$ cat src/rtl/status_params.svh
/*
 * Constants of the primary status register: offset, field positions, reset value.
 * Assumes inclusion by bare name from the package or a design file.
 */
`ifndef STATUS_PARAMS_SVH
`define STATUS_PARAMS_SVH

// ----------------------------------------
// Register map
// ----------------------------------------
`define STAT_OFFSET 8'h06
`define STAT_RESET 16'h0010

// ----------------------------------------
// Field positions
// ----------------------------------------
`define STAT_POISON_BIT 15
`define STAT_SYSFAULT_BIT 14
`define STAT_UR_BIT 13
`define STAT_CA_REC_BIT 12
`define STAT_CA_SIG_BIT 11
`define STAT_MDP_BIT 8
`define STAT_CAP_BIT 4
`define CMD_PERR_BIT 6
`define CMD_SERR_BIT 8

`endif

$ cat src/rtl/status_pkg.sv
/*
 * Types shared by the primary status register files.
 * Assumes nothing beyond the parameter header.
 */
package status_pkg;
	typedef logic [15:0] reg16_t;
	typedef logic [7:0] addr_t;
endpackage : status_pkg

$ cat src/rtl/sticky_flag.sv
/*
 * One sticky event flag with write-one-to-clear.
 * Assumes event and clear are synchronous to clk_i.
 */
`timescale 1ns/1ns
module sticky_flag (
	// Clock and reset
	input wire logic clk_i,
	input wire logic arst_n_i,
	// Control
	input wire logic set_i,
	input wire logic clr_i,
	// State
	output logic flag_o
);
	// A set in the same cycle as a clear wins so no event is lost.
	always_ff @(posedge clk_i or negedge arst_n_i) begin
		if (!arst_n_i) begin
			flag_o <= 1'b0;
		end else if (set_i) begin
			flag_o <= 1'b1;
		end else if (clr_i) begin
			flag_o <= 1'b0;
		end
	end
endmodule : sticky_flag

$ cat src/rtl/primary_status_reg.sv
/*
 * Primary-side status register of a bridge configuration header.
 * Assumes the command enables come from a neighbouring register and all inputs share clk_i.
 */
// The plain strobed port and the placing of the registers were chosen for this implementation.
`timescale 1ns/1ns
`include "status_params.svh"
module primary_status_reg #(
	parameter int ADDR_W = 8
) (
	// Clock and reset
	input wire logic clk_i,
	input wire logic arst_n_i,
	// Register port
	input wire status_pkg::addr_t addr_i,
	input wire status_pkg::reg16_t wdata_i,
	input wire logic wr_i,
	input wire logic rd_i,
	output status_pkg::reg16_t rdata_o,
	// Command enables
	input wire logic parity_response_enable_i,
	input wire logic system_fault_enable_i,
	// Link events
	input wire logic rx_poisoned_tlp_i,
	input wire logic rx_poisoned_cpl_i,
	input wire logic tx_poisoned_write_i,
	input wire logic tx_err_msg_i,
	input wire logic rx_cpl_ur_i,
	input wire logic rx_cpl_ca_i,
	input wire logic tx_cpl_ca_i,
	// Flag view
	output status_pkg::reg16_t status_o
);
	import status_pkg::*;

	// ----------------------------------------
	// Elaboration checks
	// ----------------------------------------
	// The decode compares against an eight-bit offset, so any other width is refused.
	if (ADDR_W != $bits(addr_t)) begin : g_bad_addr_w
		$error("ADDR_W must match the width of the address type");
	end

	// ----------------------------------------
	// Decode
	// ----------------------------------------
	function automatic logic hit(input addr_t a);
		hit = (a == `STAT_OFFSET);
	endfunction : hit

	logic wr_hit;
	assign wr_hit = wr_i && hit(addr_i);

	// ----------------------------------------
	// Sticky flags
	// ----------------------------------------
	localparam int NFLAG = 6;
	localparam int FLAG_POS [NFLAG] = '{`STAT_POISON_BIT, `STAT_SYSFAULT_BIT, `STAT_UR_BIT,
		`STAT_CA_REC_BIT, `STAT_CA_SIG_BIT, `STAT_MDP_BIT};
	logic [NFLAG-1:0] ev;
	logic [NFLAG-1:0] fl;

	// A flag placed on a constant field would let software see a stored bit there.
	for (genvar c = 0; c < NFLAG; c++) begin : g_pos_check
		if (FLAG_POS[c] > 15 || FLAG_POS[c] == `STAT_CAP_BIT) begin : g_bad_pos
			$error("sticky flag position outside the error fields");
		end
	end

	assign ev[0] = rx_poisoned_tlp_i;
	assign ev[1] = tx_err_msg_i && system_fault_enable_i;
	assign ev[2] = rx_cpl_ur_i;
	assign ev[3] = rx_cpl_ca_i;
	assign ev[4] = tx_cpl_ca_i;
	assign ev[5] = parity_response_enable_i && (rx_poisoned_cpl_i || tx_poisoned_write_i);

	genvar g;
	generate
		for (g = 0; g < NFLAG; g++) begin : g_flag
			sticky_flag u_flag (
				.clk_i(clk_i),
				.arst_n_i(arst_n_i),
				.set_i(ev[g]),
				.clr_i(wr_hit && wdata_i[FLAG_POS[g]]),
				.flag_o(fl[g])
			);
		end
	endgenerate

	// ----------------------------------------
	// Read view
	// ----------------------------------------
	// Constant fields are never stored, so writes to them cannot have any effect.
	reg16_t view;
	always_comb begin
		view = 16'h0000;
		view[`STAT_CAP_BIT] = 1'b1;
		for (int i = 0; i < NFLAG; i++) begin
			view[FLAG_POS[i]] = fl[i];
		end
	end
	assign status_o = view;

	always_ff @(posedge clk_i or negedge arst_n_i) begin
		if (!arst_n_i) begin
			rdata_o <= 16'h0000;
		end else if (rd_i && hit(addr_i)) begin
			rdata_o <= view;
		end else begin
			rdata_o <= 16'h0000;
		end
	end
endmodule : primary_status_reg

$ cat config.mk
export PLATFORM = sky130hd
export DESIGN_NAME = primary_status_reg
export DESIGN_NICKNAME = d
export VERILOG_FILES = /design/src/rtl/status_pkg.sv /design/src/rtl/sticky_flag.sv /design/src/rtl/primary_status_reg.sv
export VERILOG_INCLUDE_DIRS = /design/src /design/src/rtl
export SDC_FILE = /design/constraint.sdc
export NUM_CORES = 1
export LEC_CHECK = 0
export BUFFER_PORTS_ARGS = -buffer_cell sky130_fd_sc_hd__buf_4
export CAP_MARGIN = 20
export CORE_AREA = 2 2 57 59
export DETAILED_ROUTE_END_ITERATION = 8
export DIE_AREA = 0 0 59 61
export PLACE_DENSITY_LB_ADDON = 0.1
export SYNTH_ARGS = -nofsm -noshare
export SYNTH_HDL_FRONTEND = slang
export SYNTH_SLANG_ARGS = --single-unit
export TNS_END_PERCENT = 30
$ cat constraint.sdc
create_clock -name clk_i -period 0.83 [get_ports clk_i]
set_clock_uncertainty 0.05 [all_clocks]
set_input_delay 0.166 -clock clk_i [delete_from_list [all_inputs] [get_ports clk_i]]
set_output_delay 0.166 -clock clk_i [all_outputs]
set_load 0.05 [all_outputs]
Word-level counts from Yosys, hierarchy flattened. Index checks and enable logic that the tools add are counted.

Equality and inequality tests: 1. Multiplexer cells: 13. Reductions and logical operators: 17.

Operators with widths (count): 16-bit two-way mux (1); 1-bit two-way mux (12); 2-bit nonzero test (6); 1-bit logical AND (10); 8-bit by 3-bit equality test with 1-bit output (second input constant) (1); 1-bit logical OR (1).

Flip-flop bits (word level): 22. Input port bits: 37. Output and inout bits: 32. Logic and storage cells: 38.

Depth between registers and ports, before layout. Gate-level depths: netlist (run 1).

Depth in word-level cells: 5. Gate-level depth with buffers: 4. Mapped depth without buffers: 3.

By module. A second synthesis (run 1) with hierarchy kept.

Cell total of the unflattened synthesis: 78. Area, all modules: 765.7 um2.

By module, submodules not included: primary_status_reg (instances 1, cells each 60, area an instance 548.0 um2, seq. area each 175.2 um2); sticky_flag (instances 6, cells each 3, area an instance 36.3 um2, seq. area each 25.0 um2).

Worst setup path before layout (run 1). No wires, ideal clock.

Kind: input-to-reg. Start point: in addr_i[5]. End point: reg g_flag[1].u_flag.flag_o. Setup time: 138 ps. Arrival: 1048 ps. Data required time: 642 ps. Path slack: -406 ps. Stages on the path: 4. Buffers on the path: 1. Cell sequence: or4_4 nor2_4 buf_6 a41oi_1.

Word-level cells in the longest chain between the ends: 4.

RTL lines: start: declaration (RTL line primary_status_reg.sv:15) `input wire status_pkg::addr_t addr_i,`; 8-bit by 3-bit equality test with 1-bit output (no source line); 1-bit logical AND (RTL line primary_status_reg.sv:52) `assign wr_hit = wr_i && hit(addr_i);`; 1-bit logical AND (RTL line primary_status_reg.sv:84) `.clr_i(wr_hit && wdata_i[FLAG_POS[g]]),`; 2-bit nonzero test (no source line); end signal: assignment (RTL line sticky_flag.sv:19) `flag_o <= 1'b0;`; end signal: assignment (RTL line sticky_flag.sv:21) `flag_o <= 1'b1;`; end signal: assignment (RTL line sticky_flag.sv:23) `flag_o <= 1'b0;`; end: declaration (RTL line sticky_flag.sv:14) `output logic flag_o`.

Every way passes these cells. A chain may end at the register's enable or synchronous reset.

Worst setup path after layout (run 1).
Start point: in addr_i[5]. End point: reg rdata_o[8].

Word-level cells in the longest chain between the ends: 3.

RTL lines: 8-bit by 3-bit equality test with 1-bit output (no source line); 1-bit logical AND (RTL line primary_status_reg.sv:107) `end else if (rd_i && hit(addr_i)) begin`; 16-bit two-way mux (RTL line primary_status_reg.sv:107); end signal: assignment (RTL line primary_status_reg.sv:108) `rdata_o <= view;`; end: declaration (RTL line primary_status_reg.sv:19) `output status_pkg::reg16_t rdata_o,`.

Every way passes these cells.

==> results of run 1 <==
## cell families after synthesis
family	after synthesis	synth area share, %
AO/OA/AOI/OAI	8	6.468
buffers and inverters	26	27.80
AND/OR/NAND/NOR	25	19.23
other	2	1.049
flip-flops	13	45.45
## flip-flops by register name (all words and copies together) (netlist names)
name	cells
rdata_o	7
g_flag.u_flag.flag_o	6
## area by class of cell
class | count | area, um2
clock buffer | 4 | 26.28
fill | 319 | 1882
multi-input combinational | 53 | 277.8
sequential | 13 | 325.3
tap | 33 | 41.29
timing repair buffer | 44 | 400.4
## repair_timing
item | CTS | global route
gates cloned | 1 | 0
endpoints found under the hold margin | 13 | 0
setup buffers | 4 | 0
hold buffers | 1 | 0
resized for setup | 19 | 1
endpoints found under the setup margin | 26 | 26
pin swaps | 12 | 4
## path summary, 6_finish.rpt
kind | to | slack, ns
worst min-delay path | g_flag[5].u_flag.flag_o$_DFFE_PN0P_ | 0.06
worst min register to register | rdata_o[13]$_DFF_PN0_ | 0.50
min in group asynchronous | rdata_o[8]$_DFF_PN0_ | 0.22
worst max-delay path | rdata_o[8]$_DFF_PN0_ | -0.22
max in group asynchronous | g_flag[2].u_flag.flag_o$_DFFE_PN0P_ | 0.35
worst max register to register | g_flag[1].u_flag.flag_o$_DFFE_PN0P_ | -0.09
## per-stage QoR
| stage | hold WS [ns] | cells | setup WS, ns | area [um2] | utilization [%] |
|---|---|---|---|---|---|
| floorplan | -0.1796 | 91 | -0.3845 | 787.0 | - |
| finish | 0.06015 | 147 | -0.2155 | 1071 | 36.27 |
| detailed placement | -0.03057 | 137 | -0.6087 | 922.1 | 31.23 |
| CTS | 0.04084 | 147 | -0.2348 | 1067 | 36.14 |
| global route | 0.04785 | 147 | -0.2629 | 1071 | 36.27 |
| global placement | -0.03039 | 137 | -0.5981 | 922.1 | 31.23 |
## power breakdown
part           leakage [nW]  switching, mW  total (mW)  internal, mW
Combinational         0.378          0.244       0.346         0.102
Sequential            0.150       0.000683       0.634         0.634
Clock                0.0150          0.190       0.375         0.186
## synthesized netlist by cell type
master,count
or4bb_4,1
or4_4,1
and3_1,6
buf_6,1
a41oi_1,1
nor2_4,1
dfrtp_1,13
a21oi_1,5
o31ai_1,1
buf_4,25
o21ai_0,1
and2_1,1
conb_1,2
nand2_1,7
nor2_1,8
## worst max-delay path: stages
cell    delay [ns]
buf_6         0.09
or4_4         0.57
nor2_4        0.20
and3_1        0.18
## layer usage
layer | up-vias | routed length, um | part of all wire (%) | GRT usage, %
met2 | 30 | 796 | 53 | 16.19
met3 | 2 | 112 | 7.5 | 1.066
met5 | - | 0 | 0 | 0
met1 | 268 | 564 | 38 | 9.481
met4 | 0 | 27 | 1.8 | 5.844
li1 | 277 | - | - | -
## placed cells by master (no fill, tap or decap)
cell,n
a21oi_2,1
a21oi_1,4
buf_6,18
or4bb_4,1
buf_4,25
dfrtp_1,13
clkbuf_1,1
and3_1,6
nand2_1,7
or4_4,1
conb_1,19
o21ai_0,1
clkbuf_4,3
dlygate4sd3_1,1
a41oi_2,1
o31ai_1,1
nor2_1,8
and2_1,1
nor2_4,2
==> flow_metrics.py, run 1 <==
metrics = {
    "status": {
        "outcome": "complete, but fails checks",
        "violations": "setup timing",
    },
    "die": {
        "die_w_um": 59,
        "die_h_um": 61,
        "die_area_um2": 3599,
        "io_pins": 69,
        "core_um2": 2953,
        "start_util_pct": 24.24,
        "rows": 20,
    },
    "logic_synthesis": {
        "synthesis.area_um2": 715.7,
        "yosysTopAreaCell": "dfrtp_1",
        "synth_seq_cells": 13,
        "synthCells": 74,
        "yosys-top-cells-area": "dfrtp_1 45%, buf_4 26%, and3_1 5.2%",
        "netlist.area_leader.share_pct": 45.45,
        "synthDistinctLibCells": 15,
        "ys.warnings.count": 0,
        "syn_avg_cell_area_um2": 9.671,
        "ys_seq_area_share_pct": 45.45,
    },
    "drt": {
        "final_antenna_net_count": 0,
        "route.vias.total": 577,
        "remaining_drc_errors": 0,
        "wirelength_mm": 1.501,
        "wire_per_inst_um": 10.21,
        "first_pass_iters": 2,
        "drt_iter0_drc": 8,
        "viasPerCell": 3.925,
    },
    "clock_network": {
        "clockRootBuffer": "clkbuf_4",
        "htreeDepth": 1,
        "clockBufferDepth": 2,
        "clk_latency_ns": 0.26,
        "cts_tree": "built",
        "cts_sinks": 13,
        "path_clk_slew_ns": 0.08,
        "cts_buffers": 3,
    },
    "power": {
        "power.total_mw": 1.356,
        "power_density_nw_per_um2": 1266,
        "max-vdd-ir-drop_uv": 324.0,
        "leakage_nw": 0.5430,
    },
    "critical_path": {
        "setup.worst_path.start_class": "input port",
        "r2r_cells": 3,
        "crit_fanout": 6,
        "crit_arrival_ns": 1.20,
        "worstPathRequired_ns": 0.99,
        "endpoint_kind": "flip-flop",
        "worst_r2r_startpoint": "g_flag[1].u_flag.flag_o$_DFFE_PN0P_",
        "crit_start": "addr_i[5]",
        "crit_type": "in2reg",
    },
    "min_path": {
        "min_path_type": "in2reg",
        "min_from": "rx_poisoned_cpl_i",
        "worst_hold_path.num_cells": 3,
    },
    "flow_run": {
        "cap_violations": 0,
    },
    "global_routing": {
        "grt_overflow": 0,
        "track_usage_pct": 8.812,
        "antenna_found_initial": 0,
        "grt_pass1_wl_mm": 2.339,
        "grt_max_degree": 14,
        "grt_pass1_vias": 551,
    },
    "timing": {
        "min_period_ns": 1.046,
        "setup_viol": 26,
        "clock.fmax_mhz": 956.4,
        "final_max_slew_viol_count": 0,
        "rsz0062_at_grt": "yes",
        "finalHoldViolCount": 0,
        "fin_crit_sh_pct": 126.0,
        "fin_setup_tns_ns": -5.095,
        "setup_ws_ns": -0.2155,
    },
    "placed_design": {
        "hpwl_mm": 1.165,
        "io_buffers": 39,
        "gp_congestion": 0.6587,
    },
    "cells_and_area": {
        "final_net_count": 152,
        "layout-area-overhead-vs-synth_pct": 49.65,
        "insertedDiodeCount": 0,
        "drive_gt1_share_pct": 45.61,
    },
}
Power figures use the tool's default switching activity.
==> run 2, diff against run 1 <==
--- a/config.mk
+++ b/config.mk
@@ -12,6 +12,7 @@
 export DETAILED_ROUTE_END_ITERATION = 8
 export DIE_AREA = 0 0 59 61
 export PLACE_DENSITY_LB_ADDON = 0.1
+export RECOVER_POWER = 100
 export SYNTH_ARGS = -nofsm -noshare
 export SYNTH_HDL_FRONTEND = slang
 export SYNTH_SLANG_ARGS = --single-unit
==> run 2 against run 1 <==
The run still ends with setup timing left. Utilization decreased by 0.085 points. Routed wire length about the same. Clock-buffer cell count unchanged. Hold slack unchanged. Fmax unchanged. Combinational power about the same. Critical endpoint unchanged. Sequential share of layout area increased by 0.071 points. Flip-flop and latch count unchanged. Clock power about the same. Worst setup slack unchanged. Global-route usage unchanged.
==> flow_metrics.py, run 2 (synthesis results as in run 1) <==
metrics = {
    "clock_network": {
        "clockBufferDepth": 2,
        "htreeDepth": 1,
        "cts_tree": "built",
        "clockRootBuffer": "clkbuf_4",
        "clk_latency_ns": 0.26,
        "cts_buffers": 3,
        "path_clk_slew_ns": 0.08,
        "cts_sinks": 13,
    },
    "die": {
        "die_area_um2": 3599,
        "die_h_um": 61,
        "core_um2": 2953,
        "rows": 20,
        "io_pins": 69,
        "start_util_pct": 24.24,
        "die_w_um": 59,
    },
    "drt": {
        "wirelength_mm": 1.502,
        "remaining_drc_errors": 0,
        "viasPerCell": 3.912,
        "first_pass_iters": 2,
        "wire_per_inst_um": 10.22,
        "drt_iter0_drc": 8,
        "route.vias.total": 575,
        "final_antenna_net_count": 0,
    },
    "timing": {
        "worst_hold_slack_ns": 0.06015,
        "final_max_slew_viol_count": 0,
        "setup_ws_ns": -0.2155,
        "fin_crit_sh_pct": 126.0,
        "clock.fmax_mhz": 956.4,
        "setup_viol": 26,
        "fin_setup_tns_ns": -5.095,
        "finalHoldViolCount": 0,
        "rsz0062_at_grt": "yes",
        "min_period_ns": 1.046,
    },
    "global_routing": {
        "grt_pass1_wl_mm": 2.339,
        "track_usage_pct": 8.812,
        "grt_max_degree": 14,
        "grt_overflow": 0,
        "antenna_found_initial": 0,
        "grt_pass1_vias": 551,
    },
    "critical_path": {
        "cp_cell_sequence": "buf_6 > or4_4 > nor2_4 > and3_1",
        "endpoint_kind": "flip-flop",
        "cp_num_buf_inv": 1,
        "crit_type": "in2reg",
        "setup.worst_path.start_class": "input port",
        "crit_arrival_ns": 1.20,
        "worstPathRequired_ns": 0.99,
        "crit_fanout": 6,
        "cp_slowest_stage_delay_ns": 0.57,
        "cp_top_family": "simple AND/OR/NAND/NOR gates",
        "cp_slowest_cell": "or4_4",
    },
    "placed_design": {
        "dp.cells": 137,
        "io_buffers": 39,
        "gp_congestion": 0.6587,
        "hpwl_mm": 1.165,
    },
    "cells_and_area": {
        "insertedDiodeCount": 0,
        "drive_gt1_share_pct": 45.61,
        "top_regs": "rdata_o: 7 flops, g_flag.u_flag.flag_o: 6 flops",
        "final_cells": 147,
        "regMostFlops": "rdata_o",
        "final_net_count": 152,
        "layout_commonest_cell": "buf_4",
        "final_cell_mix": "24 x buf_4, 19 x conb_1, 18 x buf_6",
        "largest_reg_flops": 7,
        "layout-area-overhead-vs-synth_pct": 49.30,
    },
    "status": {
        "outcome": "complete, but fails checks",
        "violations": "setup timing",
    },
    "min_path": {
        "min_path_type": "in2reg",
    },
    "flow_run": {
        "cap_violations": 0,
    },
    "power": {
        "max-vdd-ir-drop_uv": 324.0,
        "power_density_nw_per_um2": 1268,
        "leakage_nw": 0.5424,
    },
}
## run 2: cell count changes in the layout (fill, tap and decap cells not counted)
cell,before,now
buf_4,25,24
clkbuf_2,0,1
## run 2: repair_timing
action	4_1_cts	5_1_grt
pin swaps	12	4
gates cloned	1	0
endpoints found under the hold margin	13	0
endpoints found under the setup margin	26	26
gates resized for setup	19	1
hold buffers	1	0
setup buffers	4	0
## run 2: metrics by stage
step | cell area (um2) | power (mW) | utilization, % | setup slack (ns)
2_1_floorplan | 787.0 | 0.9289 | - | -0.3845
3_3_place_gp | 922.1 | 0.9769 | 31.23 | -0.5981
3_5_place_dp | 922.1 | 0.9781 | 31.23 | -0.6087
4_1_cts | 1067 | 1.379 | 36.14 | -0.2348
5_1_grt | 1069 | 1.430 | 36.19 | -0.2629
6_report | 1069 | 1.355 | 36.19 | -0.2155
## run 2: worst register-to-register path, delay by kind of cell, from the launching register on
kind | cells | cell delay [ns]
DFF | 1 | 0.40
AOI/OAI and AO/OA | 2 | 0.20
buffers and inverters | 1 | 0.15
## run 2: report_power, final
part	leakage (nW)	switching, mW	internal (mW)
clock	0.0150	0.190	0.186
sequential	0.150	0.000683	0.634
combinational	0.377	0.245	0.100
## run 2: area by class of cell
class	instances	area (um2)
clock buffer	4	26.28
fill	320	1884
multi-input combinational	53	277.8
sequential	13	325.3
tap	33	41.29
timing repair buffer	44	397.9
## run 2: final timing paths
check,startpoint,end,slack [ns],cells after the start
min in group asynchronous,arst_n_i,rdata_o[8]$_DFF_PN0_,0.27,2
min reg2reg,g_flag[2].u_flag.flag_o$_DFFE_PN0P_,rdata_o[13]$_DFF_PN0_,0.50,1
max reg2reg,g_flag[1].u_flag.flag_o$_DFFE_PN0P_,g_flag[1].u_flag.flag_o$_DFFE_PN0P_,-0.09,3
max,addr_i[5],rdata_o[8]$_DFF_PN0_,-0.22,4
max in group asynchronous,arst_n_i,g_flag[2].u_flag.flag_o$_DFFE_PN0P_,0.22,2
min,rx_poisoned_cpl_i,g_flag[5].u_flag.flag_o$_DFFE_PN0P_,0.06,3
## run 2: routing by layer
layer | track usage, % | routed length (um) | vias to the layer above
li1 | - | - | 277
met1 | 9.481 | 566 | 266
met2 | 16.19 | 794 | 30
met3 | 1.066 | 112 | 2
met4 | 5.844 | 27 | 0
met5 | 0 | 0 | -
